$ cat src/rtl/lpt_pkg.sv
// Shared constants and types for the printer port status block.
// Assumes a single 100 MHz system clock; all counts are derived here.
package lpt_pkg;

   // Jumper choices for the base I/O address
   localparam logic [1:0] BASE_SEL_PA2 = 2'h0;
   localparam logic [1:0] BASE_SEL_PA1 = 2'h1;
   localparam logic [1:0] BASE_SEL_MDA = 2'h2;
   localparam logic [9:0] BASE_PA2 = 10'h278;
   localparam logic [9:0] BASE_PA1 = 10'h378;
   localparam logic [9:0] BASE_MDA = 10'h3BC;

   // Register offsets from the base address
   localparam logic [1:0] OFF_OUTPUT_BYTE = 2'h0;
   localparam logic [1:0] OFF_PRINTER_STATUS = 2'h1;

   // Status register field positions
   localparam int STAT_BUSY_N_BIT = 7;
   localparam int STAT_ACK_N_BIT = 6;
   localparam int STAT_PAPER_BIT = 5;
   localparam int STAT_SELECT_BIT = 4;
   localparam int STAT_ERROR_N_BIT = 3;

   // Reset values
   localparam logic [7:0] OUTPUT_BYTE_RESET = 8'h00;

   // Listen address command is this base ORed with the switch address
   localparam logic [7:0] LISTEN_CMD_BASE = 8'h20;

   // Timing: acknowledge pulse is a least time, so round up
   localparam int CLK_PERIOD_NS = 10;
   localparam int ACK_PULSE_NS = 5000;
   localparam int ACK_CYC = (ACK_PULSE_NS + CLK_PERIOD_NS - 1) / CLK_PERIOD_NS;

   // Depth of the outgoing byte queue
   localparam int FIFO_DEPTH = 4;

   // One byte for the instrument bus, with its attention flag
   typedef struct packed {
      logic atn;
      logic [7:0] data;
   } bus_word_t;

   // Instrument bus lines, asserted high after inversion
   typedef struct packed {
      logic nrfd;
      logic ndac;
      logic atn;
      logic srq;
   } bus_lines_t;

   // Byte feeder states, Gray coded along idle -> address -> data
   typedef enum logic [1:0] {
      ST_IDLE = 2'b00,
      ST_ADDR = 2'b01,
      ST_DATA = 2'b11
   } feed_state_t;

endpackage

$ cat src/rtl/printer_port_gpib_status_regs.sv
// Printer port data and status registers for an instrument bus bridge.
// Assumes host I/O strobes are one-cycle pulses already on CLK_SYS, and
// that a source handshake engine drains SRC_* and owns the bus wires.
`timescale 1ns/10ps

module printer_port_gpib_status_regs
   import lpt_pkg::*;
(
   // Clock and reset
   input wire logic CLK_SYS,
   input wire logic RESET,
   // Host I/O access
   input wire logic [9:0] IO_ADDR,
   input wire logic IO_WR,
   input wire logic IO_RD,
   input wire logic [7:0] IO_WDATA,
   output logic [7:0] IO_RDATA,
   output logic IO_RVALID,
   // Board jumpers and switches
   input wire logic [1:0] BASE_SEL,
   input wire logic [4:0] LISTEN_ADDR_SW,
   input wire logic SERVICE_REQUEST_OPTION,
   // Control register signals
   input wire logic STROBE_IN,
   input wire logic IRQ_ENABLE_BIT,
   output logic IRQ_OUT,
   // Instrument bus lines, active low
   input wire logic NRFD_N,
   input wire logic NDAC_N,
   input wire logic ATN_N,
   input wire logic SRQ_N,
   // Byte stream to the source handshake engine
   output logic SRC_VALID,
   input wire logic SRC_READY,
   output logic [7:0] SRC_DATA,
   output logic SRC_ATN
);
   localparam int AW = $clog2(ACK_CYC + 1);
   localparam logic [AW-1:0] ACK_LOAD = AW'(ACK_CYC);
   localparam logic [AW-1:0] ACK_ONE = AW'(1);
   localparam int WW = $bits(bus_word_t);

   // Host side registers
   logic [7:0] data_r;                // Output byte latch
   logic [7:0] rdata_r;               // Read answer
   logic rvalid_r;                    // Read answer valid
   // Synchroniser stages for the bus lines
   bus_lines_t meta_r;                // First stage, read only by sync_r
   bus_lines_t sync_r;                // Stable copy
   logic ndac_prev_r;                 // Last stable NDAC, for edge finding
   // Acknowledge pulse timer
   logic [AW-1:0] ack_cnt_r;
   logic irq_r;
   // Byte feeder
   feed_state_t state_r;
   feed_state_t state_nxt;
   logic [7:0] pend_r;                // Secondary latch of the strobed byte
   logic addressed_r;                 // Listener already addressed
   logic strobe_prev_r;
   // Output stage
   bus_word_t out_r;
   logic out_valid_r;

   // Decode and status wires
   logic [9:0] base_w;
   logic page_hit;
   logic hit_data;
   logic hit_stat;
   logic strobe_rise;
   logic ndac_rel;
   logic ack_active;
   logic ack_ending;
   logic busy;
   logic paper;
   logic [7:0] stat_w;
   logic push_w;
   bus_word_t push_word;
   logic fifo_in_ready;
   logic fifo_out_valid;
   logic fifo_out_ready;
   logic [WW-1:0] fifo_out_data;
   bus_word_t fifo_word;

   // Base address follows the jumpers; unused code falls back to port 2
   assign base_w = (BASE_SEL == BASE_SEL_MDA) ? BASE_MDA :
                   (BASE_SEL == BASE_SEL_PA1) ? BASE_PA1 : BASE_PA2;

   // All bases are word aligned, so the low two bits pick the register
   assign page_hit = (IO_ADDR[9:2] == base_w[9:2]);
   assign hit_data = page_hit & (IO_ADDR[1:0] == OFF_OUTPUT_BYTE);
   assign hit_stat = page_hit & (IO_ADDR[1:0] == OFF_PRINTER_STATUS);

   // Output byte latch; a status write has no decode, so it is dropped
   always_ff @(posedge CLK_SYS) begin
      if (RESET) begin
         data_r <= OUTPUT_BYTE_RESET;
      end else if (IO_WR && hit_data) begin
         data_r <= IO_WDATA;
      end
   end

   // Read answer, registered one cycle after the read strobe
   always_ff @(posedge CLK_SYS) begin
      if (RESET) begin
         rdata_r <= 8'h00;
         rvalid_r <= 1'b0;
      end else begin
         rvalid_r <= IO_RD & (hit_data | hit_stat);
         if (IO_RD && hit_data) begin
            rdata_r <= data_r;
         end else if (IO_RD && hit_stat) begin
            rdata_r <= stat_w;
         end
      end
   end

   // Two-stage synchroniser; the lines are inverted to asserted-high
   always_ff @(posedge CLK_SYS) begin
      if (RESET) begin
         meta_r <= '0;
         sync_r <= '0;
         ndac_prev_r <= 1'b0;
      end else begin
         meta_r <= '{nrfd: ~NRFD_N, ndac: ~NDAC_N, atn: ~ATN_N,
                     srq: ~SRQ_N};
         sync_r <= meta_r;
         ndac_prev_r <= sync_r.ndac;
      end
   end

   // NDAC going unasserted means the listener took the byte
   assign ndac_rel = ndac_prev_r & ~sync_r.ndac;
   assign ack_active = (ack_cnt_r != '0);
   assign ack_ending = (ack_cnt_r == ACK_ONE) & ~ndac_rel;

   // Pulse timer; a new release restarts it so the pulse never shortens
   always_ff @(posedge CLK_SYS) begin
      if (RESET) begin
         ack_cnt_r <= '0;
      end else if (ndac_rel) begin
         ack_cnt_r <= ACK_LOAD;
      end else if (ack_active) begin
         ack_cnt_r <= ack_cnt_r - 1'b1;
      end
   end

   // Interrupt pulse in the cycle the acknowledge goes inactive
   always_ff @(posedge CLK_SYS) begin
      if (RESET) begin
         irq_r <= 1'b0;
      end else begin
         irq_r <= IRQ_ENABLE_BIT & ack_ending;
      end
   end

   // Busy while a byte is in flight, the queue is full or NRFD holds off
   assign busy = sync_r.nrfd | (state_r != ST_IDLE) | ~fifo_in_ready;
   assign paper = SERVICE_REQUEST_OPTION & sync_r.srq;

   // Status image; low three bits are free and read as zero
   assign stat_w = {~busy, ~ack_active, paper, ~sync_r.atn,
                    1'b1, 3'b000};

   // Strobe edge copies the output byte into the secondary latch
   assign strobe_rise = STROBE_IN & ~strobe_prev_r;

   // Feeder pushes the listen command first while not yet addressed, then the byte itself
   assign push_w = (state_r != ST_IDLE) & fifo_in_ready;
   assign push_word = (state_r == ST_ADDR) ?
      bus_word_t'{1'b1, LISTEN_CMD_BASE | {3'h0, LISTEN_ADDR_SW}} :
      bus_word_t'{1'b0, pend_r};

   // Feeder next state; strobes while not idle are ignored, busy shows it
   always_comb begin
      state_nxt = state_r;
      case (state_r)
         ST_IDLE: begin
            if (strobe_rise) begin
               state_nxt = addressed_r ? ST_DATA : ST_ADDR;
            end
         end
         ST_ADDR: begin
            if (fifo_in_ready) begin
               state_nxt = ST_DATA;
            end
         end
         ST_DATA: begin
            if (fifo_in_ready) begin
               state_nxt = ST_IDLE;
            end
         end
         default: begin
            state_nxt = ST_IDLE;
         end
      endcase
   end

   // Feeder registers
   always_ff @(posedge CLK_SYS) begin
      if (RESET) begin
         state_r <= ST_IDLE;
         pend_r <= 8'h00;
         addressed_r <= 1'b0;
         strobe_prev_r <= 1'b0;
      end else begin
         state_r <= state_nxt;
         strobe_prev_r <= STROBE_IN;
         if (state_r == ST_IDLE && strobe_rise) begin
            pend_r <= data_r;
         end
         if (state_r == ST_ADDR && fifo_in_ready) begin
            addressed_r <= 1'b1;
         end
      end
   end

   // Queue between the feeder and the handshake engine
   word_fifo #(
      .WIDTH(WW),
      .DEPTH(FIFO_DEPTH)
   ) u_fifo (
      .clk(CLK_SYS),
      .reset(RESET),
      .in_valid(push_w),
      .in_ready(fifo_in_ready),
      .in_data(push_word),
      .out_valid(fifo_out_valid),
      .out_ready(fifo_out_ready),
      .out_data(fifo_out_data)
   );

   // Output register keeps SRC_* glitch free; it stalls with SRC_READY
   assign fifo_word = bus_word_t'(fifo_out_data);
   assign fifo_out_ready = ~out_valid_r | SRC_READY;

   always_ff @(posedge CLK_SYS) begin
      if (RESET) begin
         out_r <= '0;
         out_valid_r <= 1'b0;
      end else if (fifo_out_ready) begin
         out_valid_r <= fifo_out_valid;
         if (fifo_out_valid) begin
            out_r <= fifo_word;
         end
      end
   end

   // Ports
   assign IO_RDATA = rdata_r;
   assign IO_RVALID = rvalid_r;
   assign IRQ_OUT = irq_r;
   assign SRC_VALID = out_valid_r;
   assign SRC_DATA = out_r.data;
   assign SRC_ATN = out_r.atn;

   // Helper: length of the current acknowledge pulse
   logic [AW:0] ack_len_r;
   always_ff @(posedge CLK_SYS) begin
      if (RESET) begin
         ack_len_r <= '0;
      end else begin
         ack_len_r <= ack_active ? ack_len_r + 1'b1 : '0;
      end
   end
endmodule

$ cat src/rtl/word_fifo.sv
// Small synchronous FIFO with valid/ready on both sides.
// Assumes one clock and a synchronous active-high reset.
`timescale 1ns/10ps
module word_fifo #(
   parameter int WIDTH = 9,
   parameter int DEPTH = 4
) (
   // Clock and reset
   input wire logic clk,
   input wire logic reset,
   // Filling side
   input wire logic in_valid,
   output logic in_ready,
   input wire logic [WIDTH-1:0] in_data,
   // Draining side
   output logic out_valid,
   input wire logic out_ready,
   output logic [WIDTH-1:0] out_data
);
   localparam int PW = (DEPTH > 1) ? $clog2(DEPTH) : 1;
   localparam int CW = $clog2(DEPTH + 1);
   localparam logic [CW-1:0] FULL_CNT = CW'(DEPTH);
   localparam logic [PW-1:0] LAST_PTR = PW'(DEPTH - 1);

   logic [WIDTH-1:0] mem_r [DEPTH];   // Storage words
   logic [PW-1:0] wr_ptr_r;           // Next slot to fill
   logic [PW-1:0] rd_ptr_r;           // Oldest slot
   logic [CW-1:0] cnt_r;              // Words held
   logic do_wr;
   logic do_rd;

   // Full and empty come straight from the count
   assign in_ready = (cnt_r != FULL_CNT);
   assign out_valid = (cnt_r != '0);
   assign out_data = mem_r[rd_ptr_r];
   assign do_wr = in_valid & in_ready;
   assign do_rd = out_valid & out_ready;

   // Pointers and count; wrap explicitly so depth need not be a power of 2
   always_ff @(posedge clk) begin
      if (reset) begin
         wr_ptr_r <= '0;
         rd_ptr_r <= '0;
         cnt_r <= '0;
      end else begin
         if (do_wr) begin
            wr_ptr_r <= (wr_ptr_r == LAST_PTR) ? '0 : wr_ptr_r + 1'b1;
         end
         if (do_rd) begin
            rd_ptr_r <= (rd_ptr_r == LAST_PTR) ? '0 : rd_ptr_r + 1'b1;
         end
         if (do_wr && !do_rd) begin
            cnt_r <= cnt_r + 1'b1;
         end else if (do_rd && !do_wr) begin
            cnt_r <= cnt_r - 1'b1;
         end
      end
   end

   // Storage needs no reset; empty slots are never shown
   always_ff @(posedge clk) begin
      if (do_wr) begin
         mem_r[wr_ptr_r] <= in_data;
      end
   end

endmodule

$ cat config.mk
export PLATFORM = sky130hd
export DESIGN_NAME = printer_port_gpib_status_regs
export DESIGN_NICKNAME = d
export VERILOG_FILES = /design/src/rtl/lpt_pkg.sv /design/src/rtl/printer_port_gpib_status_regs.sv /design/src/rtl/word_fifo.sv
export SDC_FILE = /design/constraint.sdc
export NUM_CORES = 1
export LEC_CHECK = 0
export BUFFER_PORTS_ARGS = -buffer_cell sky130_fd_sc_hd__buf_2
export CORE_ASPECT_RATIO = 1.75
export CORE_UTILIZATION = 61
export CTS_CLUSTER_DIAMETER = 60
export CTS_CLUSTER_SIZE = 40
export DETAILED_ROUTE_END_ITERATION = 8
export PLACE_DENSITY_LB_ADDON = 0.1
export SYNTH_ARGS = -nofsm -noshare
export SYNTH_HDL_FRONTEND = slang
export SYNTH_HIERARCHICAL = 1
export SYNTH_SLANG_ARGS = --single-unit
$ cat constraint.sdc
create_clock -name CLK_SYS -period 6.7 [get_ports CLK_SYS]
set_input_delay 1.005 -clock CLK_SYS [delete_from_list [all_inputs] [get_ports CLK_SYS]]
set_output_delay 1.005 -clock CLK_SYS [all_outputs]
set_load 0.02 [all_outputs]
==> Word-level counts from Yosys, hierarchy flattened <==
Memories as Yosys holds them, arrays and structs flattened. A register that Yosys moved wholly into a read port is not among the register bits.
Cells that the tools add are included.
{ "totals": {"register_bits": 56, "mem_bits_rw": 36, "input_bits": 37, "wordCells": 107, "n_memories": 1} }
{ "mem_list": {"columns": ["name", "words", "word_bits", "rd", "rd_ports_with_merged_regs", "wr", "line", "text"], "rows": [
  ["u_fifo.mem_r", 4, 9, 1, 1, 1, "word_fifo.sv:25", "logic [WIDTH-1:0] mem_r [DEPTH];"]
]} }
{ "classes": {"n_addsub": 5, "eq_ne": 13, "n_mux": 18, "bitwise_logic": 27, "reduce_logical": 20} }
{ "ops": {"columns": ["operator", "count"], "rows": [
  ["$mux 9", 5],
  ["$mux 8", 2],
  ["$mux 2", 6],
  ["$not 1->1", 12],
  ["$and 1x1->1", 11],
  ["$eq 9x1->1 const B", 1],
  ["$reduce_bool 9->1", 1],
  ["$sub 9x1->9 const B", 1],
  ["$eq 2x2->1 const B", 4],
  ["$eq 8x8->1", 1],
  ["$reduce_bool 2->1", 4],
  ["$logic_and 1x1->1", 7],
  ["$eq 2x1->1 const B", 3],
  ["$mux 3", 2],
  ["$ne 2x2->1 const B", 3],
  ["$pmux 2 s3", 1],
  ["$add 2x1->2 const B", 2],
  ["$logic_not 2->1", 2],
  ["$or 1x1->1", 4],
  ["$add 3x1->3 const B", 1],
  ["$ne 3x3->1 const B", 1],
  ["$reduce_and 3->1", 1],
  ["$reduce_bool 3->1", 1],
  ["$sub 3x1->3 const B", 1],
  ["other kinds (4)", 6]
]} }

==> Longest topological paths before layout <==
Gate-level depths: netlist of the first run.
{ "logic_depth": {"word_depth": 8, "mapped_depth": 10} }

==> By module <==
The synthesis of the first run kept the hierarchy.
{ "modules_own_cells": {"columns": ["module", "instances", "cells_each", "area_each_um2"], "rows": [
  ["printer_port_gpib_status_regs", 1, 270, 2386.0],
  ["word_fifo", 1, 95, 1776.7]
]} }

==> Worst setup path after synthesis of the first run <==
No wires, ideal clock.
{ "synth_timing": {"path_type": "input to register", "start": "in SRC_READY", "end": "reg u_fifo.cnt_r[2]", "setup_ns": 0.070, "t_arrival_ns": 2.845, "setup_slack_ns": 3.785, "cell_stages": 9, "path_buffers": 1, "path_cell_list": "nand2b_1 -> clkbuf_1 -> o31ai_1 -> ha_1 -> inv_1 -> fa_1 -> xor2_1 -> or3_2 -> a21oi_1"} }
{ "synth_between": {"elab_chain_cells": 5, "elab_cells_between_ends": 7} }
{ "synth_rtl": {"columns": ["element", "line", "text"], "rows": [
  ["start: declaration", "printer_port_gpib_status_regs.sv:34", "input wire logic SRC_READY,"],
  ["$or 1x1->1 (*)", "printer_port_gpib_status_regs.sv:234", "assign fifo_out_ready = ~out_valid_r | SRC_READY;"],
  ["via fifo_out_ready", "printer_port_gpib_status_regs.sv:80", "logic fifo_out_ready;"],
  ["$and 1x1->1 (*)", "word_fifo.sv:37", "assign do_rd = out_valid & out_ready;"],
  ["$logic_not 1->1", "word_fifo.sv:52", "if (do_wr && !do_rd) begin"],
  ["$logic_and 1x1->1", "word_fifo.sv:52", null],
  ["$mux 3 / $reduce_bool 2->1 (equally long branches)", null, null],
  ["end signal: assignment", "word_fifo.sv:53", "cnt_r <= cnt_r + 1'b1;"],
  ["end signal: assignment", "word_fifo.sv:55", "cnt_r <= cnt_r - 1'b1;"],
  ["end: declaration", "word_fifo.sv:28", "logic [CW-1:0] cnt_r;"]
]} }
Mark *: on every way through the listed nets, which the timed path passes. The rest lies on a longest branch.
A chain may end at the register's enable or synchronous reset.

==> Worst setup path in the final report of the first run <==
{ "layout_timing": {"start": "in SRC_READY", "end": "reg u_fifo.cnt_r[2]"} }
{ "layout_between": {"elab_chain_cells": 5, "elab_cells_between_ends": 7} }
{ "layout_rtl": {"columns": ["element", "line"], "rows": [
  ["$or 1x1->1 (*)", "printer_port_gpib_status_regs.sv:234"],
  ["$and 1x1->1 (*)", "word_fifo.sv:37"],
  ["$logic_not 1->1", "word_fifo.sv:52"],
  ["$logic_and 1x1->1", "word_fifo.sv:52"],
  ["$mux 3 / $reduce_bool 2->1 (equally long branches)", null]
]} }
Mark *: on every way between the ends. The rest lies on a longest branch, timed or not.

==> impl_metrics.tcl, run 1 <==
set metrics [dict create \
    grt_pass1_wl_um 13370 \
    endpoint_kind "register" \
    cpPeakStageDelay_ns 0.41 \
    maxSlewViolCount 0 \
    grt_max_degree 68 \
    clkSlewWorstSetupHoldPaths_ns 0.06 \
    synth_nets 412 \
    cts_tree "built" \
    numCtsBuffers 9 \
    core.rowCount 39 \
    h-tree-depth 3 \
    routed_wl_um 8053 \
    cts_max_path_buffers 2 \
    final_nets 460 \
    final_common_cell "dfxtp_1" \
    fill_cells 478 \
    yosysWarningCount 6 \
    synth.yosys.seq_area_share_pct 58.19 \
    slew_headroom_pct 20.15 \
    drv_cap 0 \
    fin_util_pct 73.44 \
    syn_inst 365 \
    multi_input_area_mm2 0.001620 \
    cts_root_buf "clkbuf_16" \
    globalplace.congestion 0.7642 \
    core_mm2 0.006539 \
    globalRouteOverflowTotal 0 \
    start_util_pct 63.66 \
    holdBufCountCts 0 \
    synth.distinct_cells 55 \
    worstPathCellList "buf_2 -> nand2b_1 -> o31ai_1 -> ha_1 -> inv_1 -> fa_1 -> xor2_1 -> or3_2 -> a21oi_1" \
    via_per_inst 5.736 \
    syn_to_final_growth_pct 15.36 \
    syn_area_mm2 0.004163 \
    slowest_stage "or3_2" \
    post-route-drc-count 0 \
    finalSetupViolCount 0 \
    ctsResizeCount 0 \
    irDropWorstVdd_uv 264.5 \
    wl_per_cell_um 16.11 \
    hold_violations 0 \
    post_dp_cell_area_mm2 0.004467 \
    die-area_mm2 0.007171 \
    vias 2868 \
    p_leak_uw 0.001825 \
    n_antenna_cell 0 \
    clock_skew_ns 0.005880 \
    ys_seq_elements 103 \
    hp-class "register to register" \
    worstMarginPinSlew_ns 1.198 \
    die_w_um 64.45 \
    antenna_found_initial 0 \
    drt_iter0_drc 202 \
    fin_crit_sh_pct 43.57 \
    path_max_fanout 12 \
    die_h_um 111.3 \
    first_global_vias 2943 \
    seqCellArea_mm2 0.002422 \
    clkLatencyLatePin_ns 0.34 \
    dp_hpwl_um 5583 \
    cts_setup_buffers 0 \
    ys_async_sr_fraction_pct 0 \
    stdcell_area_mm2 0.004802 \
    layout_common_cells "dfxtp_1 (67), buf_2 (56), a21oi_1 (44), edfxtp_1 (36), nand2_1 (33)" \
    grt_use_total_pct 24.91 \
    clkSinkCount 103 \
    powerDensity_mw_per_mm2 390.8 \
    syn_area_per_cell_um2 11.40 \
    run_status "finished clean" \
    boundaryPins 57 \
    io_buffers 56 \
    synth-edff-count 36 \
    crit_required_ns 6.95 \
    synth-main-ff-cell "dfxtp_1" \
    dr.pass1.iters 4 \
    min_period_ns 2.919 \
    arrival_ns 3.17 \
    drive_gt1_share_pct 24.64 \
    rsz0062_at_grt "no" \
    criticalPathCategory "input pin to register" \
    fin_setup_tns_ns 0 \
    start_kind "input pin" \
    antenna_left 0 \
    fmax_mhz 342.6 \
]
## path summary, 6_finish.rpt
| kind | startpoint | endpoint | slack, ns | depth (start not counted) |
|---|---|---|---|---|
| worst max-delay path | SRC_READY | u_fifo/cnt_r[2] | 3.78 | 9 |
| worst min-delay path | meta_r[3] | sync_r[3] | 0.45 | 1 |
| worst max register to register | u_fifo/cnt_r[0] | u_fifo/cnt_r[2] | 3.97 | 9 |
| worst min register to register | meta_r[3] | sync_r[3] | 0.45 | 1 |
## registers in the layout, indices dropped and copies added, names as in the netlist, 4 cells and up, named ones only
register	flops
IO_RDATA	8
SRC_DATA	8
ack_cnt_r	9
data_r	8
meta_r	4
pend_r	8
sync_r	4
u_fifo/mem_r	36
## cell type report
type	count	share of cell area, %
Sequential cell	103	50.44
Tap cell	82	2.137
Clock buffer	12	6.019
Multi-Input combinational cell	232	33.74
Inverter	11	0.8598
Clock inverter	4	0.9640
Timing Repair Buffer	56	5.836
## synth_stat cells (2+ instances only)
master,n,share of area [%]
a211oi_1,2,0.36
a21oi_1,44,5.3
a311oi_1,3,0.63
and3_2,4,0.72
buf_1,4,0.36
buf_2,2,0.24
clkbuf_1,11,0.99
dfxtp_1,67,32
edfxtp_1,36,26
ha_1,9,2.7
inv_1,11,0.99
mux2_2,5,1.4
mux2i_1,3,0.72
mux4_2,9,4.9
nand2_1,33,3.0
nand2b_1,8,1.2
nand3_1,21,2.5
nand4_1,4,0.60
nand4b_1,2,0.42
nor2_1,17,1.5
nor2b_1,10,1.5
nor3_1,3,0.36
nor4_1,3,0.45
o2111ai_1,3,0.63
o21ai_0,14,1.7
or3_2,2,0.36
xnor2_1,3,0.63
xor2_1,5,1.1
## stage by stage
stage               power, uW  cells  hold slack, ns  setup slack (ns)
finish                   1877    500          0.4453             3.781
global route             1976    500          0.4709             3.675
CTS                      1888    500          0.4468             3.809
detailed placement       1325    484          0.4352             3.485
global placement         1313    484          0.4174             3.610
floorplan                1206    365          0.4138             3.785
## per-layer routing
| layer | GRT usage, % | up-vias | wire, um |
|---|---|---|---|
| li1 | - | 1415 | - |
| met1 | 28.35 | 1381 | 3285 |
| met2 | 43.37 | 57 | 4273 |
| met3 | 4.835 | 15 | 275 |
| met4 | 12.30 | 0 | 218 |
| met5 | 0 | - | 0 |
## report_power, final
group / switching (uW) / internal [uW]
sequential: 81.1 / 742
clock: 216 / 344
combinational: 271 / 222
total: 568 / 1310
## cells by family after synthesis
logic type,share of synthesized area [%]
compound gates,11.78
xor+xnor,1.683
fa+ha+maj,3.186
buf+inv,2.885
flops,58.19
mux,6.943
simple gates,15.33
## worst max-delay path, delay by kind of cell
family          cells  cell delay (ns)
compound gates      2             0.43
xor+xnor            1             0.17
fa+ha+maj           2             0.69
buf+inv             2             0.16
simple gates        2             0.72
Power figures use the tool's default switching activity.
==> run 2: changes to the inputs <==
Settings changed: CORE_UTILIZATION 61 to 51.
Clock period 6.7 ns to 2.4 ns, I/O delays scaled along.
==> run 2 against run 1 <==
  * Core utilization decreased by 11 points
  * Final area grew 3.3%
  * Worst setup slack got worse by 3.6 ns
  * Register-to-register slack worse by 3.8 ns
  * Global-route usage down 2.8 points
  * Critical path depth rose by 1
  * First-iteration DRC count is 32% lower
  * Clock power grew to 2.8 times the previous value
  * Combinational power rose to 3.2 times the previous value
  * Sequential power grew to 2.7 times the previous value
  * Sequential cell count unchanged
  * Die area rose by 19%
  * Critical endpoint unchanged
==> impl_metrics.tcl, run 2 (same netlist as run 1, synthesis figures left out) <==
set metrics [dict create \
    run_status "finished clean" \
    numCtsBuffers 9 \
    vias 2920 \
    grt_pass1_wl_um 14290 \
    drive_gt1_share_pct 28.44 \
    antenna_found_initial 0 \
    clock_skew_ns 0.005033 \
    clkSlewWorstSetupHoldPaths_ns 0.07 \
    multi_input_area_mm2 0.001632 \
    seqCellArea_mm2 0.002422 \
    worstPathCellList "or3b_1 -> buf_6 -> o21a_1 -> and2_4 -> ha_2 -> inv_1 -> fa_1 -> xor2_1 -> or3_2 -> a21oi_2" \
    finalSetupViolCount 0 \
    fill_cells 664 \
    drt_iter0_drc 137 \
    maxSlewViolCount 0 \
    globalplace.congestion 0.7778 \
    core.rowCount 43 \
    cpPeakStageDelay_ns 0.42 \
    dp_slack_ns 0.07610 \
    largest_reg_flops 36 \
    start_kind "register" \
    clkSinkCount 103 \
    layout_common_cells "dfxtp_1 (67), buf_2 (56), a21oi_1 (43), edfxtp_1 (36), nand2_1 (33)" \
    clkLatencyLatePin_ns 0.34 \
    first_global_vias 2952 \
    hold_start "SRQ_N" \
    whs_path_depth 2 \
    crit_required_ns 2.68 \
    start_util_pct 52.63 \
    grt_use_total_pct 22.16 \
    wl_per_cell_um 16.34 \
    min_period_ns 2.232 \
    fin_crit_sh_pct 93.02 \
    antenna_left 0 \
    slew_headroom_pct 66.28 \
    dr.pass1.iters 4 \
    irDropWorstVdd_uv 721.7 \
    io_buffers 56 \
    cts_max_path_buffers 2 \
    r2r_cells 10 \
    syn_to_final_growth_pct 19.21 \
    path_max_fanout 3 \
    final_common_cell "dfxtp_1" \
    arrival_ns 2.52 \
    reg2reg_from "u_fifo/cnt_r[2]" \
    slowest_stage "or3_2" \
    die-area_mm2 0.008542 \
    hold_violations 0 \
    dp_hpwl_um 6252 \
    drv_cap 0 \
    r2r_setup_slack_ns 0.17 \
    globalRouteOverflowTotal 0 \
    die_h_um 121.5 \
    cp_num_buf_inv 2 \
    powerDensity_mw_per_mm2 1080 \
    largestRegisters "u_fifo/mem_r: 36 flops, ack_cnt_r: 9 flops" \
    die_w_um 70.30 \
    n_antenna_cell 0 \
    r2r_end "u_fifo/cnt_r[2]" \
    p_leak_uw 0.001902 \
    final_nets 478 \
    routed_wl_um 8594 \
    fin_setup_tns_ns 0 \
    criticalPathCategory "register to register" \
    via_per_inst 5.551 \
    worstMarginPinSlew_ns 0.5051 \
    cts_root_buf "clkbuf_16" \
    cts_tree "built" \
    boundaryPins 57 \
    core_mm2 0.007909 \
    setup_slack_ns 0.1675 \
    h-tree-depth 3 \
    regMostFlops "u_fifo/mem_r" \
    hp-class "input pin to register" \
    fmax_mhz 447.9 \
    rsz0062_at_grt "no" \
    path_delay_family "simple AND/OR/NAND/NOR gates" \
    hold_path_end "meta_r[0]" \
    crit_start "u_fifo/cnt_r[2]" \
    post-route-drc-count 0 \
    grt_max_degree 34 \
    endpoint_kind "register" \
]
-- run 2: cell type report --
type,count,share of cell area [%]
well taps,90,2.269
multi-input cells,232,32.88
clock buffers,9,4.539
repair buffers,74,8.699
inverters,11,0.8321
flip-flops and latches,103,48.81
clock inverters,7,1.967
-- run 2: through the flow --
step	total power, uW	util [%]	hold WS [ns]	instances	cell area (um^2)
floorplan	3367	-	0.4138	365	4163
global placement	3801	58.38	0.4228	509	4617
detailed placement	3841	58.38	0.4264	509	4617
CTS	5389	62.46	0.1516	525	4940
global route	5665	62.74	0.1622	526	4962
finish	5360	62.74	0.1650	526	4962
-- run 2: how the worst max path moves through the flow --
stage | end | slack (ns) | depth (start not counted)
after global placement | data_r[6] | 0.16 | 7
after global routing | u_fifo/cnt_r[2] | 0.03 | 10
final | u_fifo/cnt_r[2] | 0.17 | 10
after floorplan | u_fifo/cnt_r[2] | 0.03 | 10
after CTS | u_fifo/cnt_r[2] | 0.11 | 10
after detailed placement | IO_RDATA[0] | 0.08 | 7
-- run 2: what timing repair did --
item / 4_1_cts / 5_1_grt
setup buffers: 0 / 1
gates resized for setup: 0 / 4
hold buffers: 0 / 0
endpoints found under the setup margin: 0 / 1
-- run 2: report_power, final --
part / total, uW / leakage [uW] / internal (uW) / switching (uW)
Clock: 1550 / 0.000152 / 915 / 632
Sequential: 2240 / 0.000881 / 2070 / 166
Combinational: 1580 / 0.000870 / 720 / 857
-- run 2: metal layers --
metal / wire, um / part of all wire, % / up-vias / global-route usage (%)
li1: - / - / 1462 / -
met1: 3477 / 40 / 1384 / 25.37
met3: 288 / 3.4 / 12 / 4.651
met2: 4662 / 54 / 62 / 39.40
met5: 0 / 0 / - / 0
met4: 165 / 1.9 / 0 / 9.500
==> run 3: changes to the inputs <==
Settings changed: CORE_MARGIN from default to 5, PLACE_DENSITY from default to 0.86, PLACE_DENSITY_LB_ADDON 0.1 to default.
Clock period 2.4 ns to 1.96 ns, I/O delays scaled along.
==> run 3 against run 2 <==
  * The run now ends with setup timing left
  * Die area grew 19%
  * Core utilization grew 0.20 points
  * Largest power group unchanged
  * Critical path depth shrank 1
==> impl_metrics.tcl, run 3 (same netlist as run 1, synthesis figures left out) <==
set metrics [dict create \
    final_nets 485 \
    dp_slack_ns -0.1817 \
    grt_max_degree 36 \
    regMostFlops "u_fifo/mem_r" \
    dr.pass1.iters 4 \
    power_uw 6503 \
    routed_wl_um 8793 \
    p_seq_share_pct 42.4 \
    clock_skew_ns 0.004390 \
    vias 3055 \
    dr.max_layer_used "met4" \
    min_period_ns 2.065 \
    start_kind "register" \
    final_common_cell "dfxtp_1" \
    r2r_cells 9 \
    endpoint_kind "register" \
    hp-class "input pin to register" \
    layout_common_cells "dfxtp_1 (63), buf_2 (56), a21oi_1 (43), edfxtp_1 (36), nand2_1 (33)" \
    start_util_pct 52.28 \
    violations "setup timing" \
    drt_iter0_drc 228 \
    cts_tree "built" \
    cp.depth 9 \
    fmax_mhz 484.2 \
    core.rowCount 43 \
    drive_gt1_share_pct 31.38 \
    run_status "finished with violations" \
    largest_reg_flops 36 \
    wl_met2_um 4919 \
    core_mm2 0.007963 \
    cp_num_buf_inv 1 \
    path_delay_family "simple AND/OR/NAND/NOR gates" \
    p_leak_uw 0.001936 \
    worstPathCellList "or3b_4 -> o21a_1 -> and2_4 -> ha_4 -> inv_2 -> fa_2 -> xor2_1 -> or3_4 -> a21oi_2" \
    n_antenna_cell 0 \
    dp_hpwl_um 6368 \
    post_dp_cell_area_mm2 0.004683 \
    stdcell_area_mm2 0.005012 \
    antenna_left 0 \
    p_clk_share_pct 26.1 \
    drv_cap 0 \
    die-area_mm2 0.01014 \
    hold_start "NRFD_N" \
    combPwrFrac_pct 31.5 \
    irDropWorstVdd_uv 655.1 \
    crit_start "u_fifo/cnt_r[2]" \
    crit_required_ns 2.23 \
    die_w_um 78.30 \
    wl_per_cell_um 16.50 \
    globalplace.congestion 0.8191 \
    r2r_end "u_fifo/cnt_r[2]" \
    clkLatencyLatePin_ns 0.34 \
    p_sw_uw 2092 \
    first_global_vias 3079 \
    worstMarginPinSlew_ns 0.6614 \
    setup_slack_ns -0.1051 \
    rsz0062_at_grt "yes" \
    hold_slack_ns 0.09231 \
    post-route-drc-count 0 \
    finalSetupViolCount 2 \
    h-tree-depth 3 \
    die_h_um 129.5 \
    numCtsBuffers 9 \
    reg2reg_from "u_fifo/cnt_r[2]" \
    globalRouteOverflowTotal 0 \
    syn_to_final_growth_pct 20.41 \
    cts_root_buf "clkbuf_16" \
    cpPeakStageDelay_ns 0.36 \
    boundaryPins 57 \
    path_max_fanout 5 \
    grt_pass1_wl_um 14520 \
    arrival_ns 2.33 \
    intPower_uw 4412 \
    slew_headroom_pct 55.91 \
    crit_end "u_fifo/cnt_r[2]" \
    maxSlewViolCount 0 \
    grt_use_total_pct 18.76 \
    powerDensity_mw_per_mm2 1297 \
    clkSinkCount 103 \
    via_per_inst 5.732 \
    antenna_found_initial 0 \
    drt-met1-wl_um 3277 \
    io_buffers 56 \
    holdBufCountCts 0 \
    hold_violations 0 \
    fin_crit_sh_pct 105.4 \
    largestRegisters "u_fifo/mem_r: 36 flops, ack_cnt_r: 9 flops" \
    criticalPathCategory "register to register" \
    wl_met3_um 334 \
    cts_max_path_buffers 2 \
    sw_frac_of_total_pct 32.16 \
    slowest_stage "dfxtp_4" \
    r2r_setup_slack_ns -0.11 \
    clkSlewWorstSetupHoldPaths_ns 0.07 \
    fill_cells 609 \
]
## run 3: cell types whose count changed in the layout (fill, tap and decap cells not counted), moves of 2 or more
cell        change
dfxtp_1         -4
dfxtp_2         +2
inv_6           +3
buf_4           +8
bufinv_16       -2
clkinvlp_4      -2
dfxtp_4         +2
inv_8           +2
## run 3: how the worst min path moves through the flow
stage	depth (start not counted)	endpoint
floorplan	1	meta_r[0]
global placement	1	sync_r[0]
detailed placement	1	sync_r[3]
CTS	2	meta_r[3]
global route	2	meta_r[3]
finish	2	meta_r[3]
## run 3: layer usage
metal,up-vias,global-route usage [%]
met1,1485,19.34
met3,15,3.755
li1,1475,-
met4,0,9.166
met5,-,0
met2,80,35.61
## run 3: power groups by stage
stage,clock network (uW),logic (uW),registers [uW]
floorplan,0,1360,2850
global placement,0,1890,2770
detailed placement,0,1980,2800
CTS,1730,2040,2750
global route,1840,2250,2800
finish,1700,2050,2760
## run 3: area by class of cell
| type | instances | area, um^2 | share of cell area, % |
|---|---|---|---|
| clock buffer | 10 | 229.0 | 4.568 |
| timing repair buffer | 81 | 480.5 | 9.586 |
| inverter | 11 | 41.29 | 0.8238 |
| multi-input combinational | 232 | 1659 | 33.10 |
| tap | 90 | 112.6 | 2.247 |
| sequential | 103 | 2432 | 48.53 |
| clock inverter | 6 | 57.56 | 1.148 |
## run 3: repair_timing
item / 4_1_cts / 5_1_grt
pin swaps: 5 / 0
setup buffers: 2 / 2
resized for setup: 3 / 1
endpoints found under the setup margin: 4 / 2
## run 3: worst register-to-register path, delay by kind of cell (launching register included)
kind            cells  cell delay, ns
xor+xnor            1            0.16
fa+ha+maj           2            0.44
buf+inv             1            0.04
compound gates      2            0.26
simple gates        3            0.73
flops               1            0.36
## run 3: through the flow
stage               util, %  setup TNS, ns  cells
CTS                   62.73        -0.1579    531
floorplan                 -        -0.3264    365
detailed placement    58.82         -2.285    513
global route          62.95        -0.3297    533
global placement      58.82         -1.308    513
finish                62.95        -0.1735    533
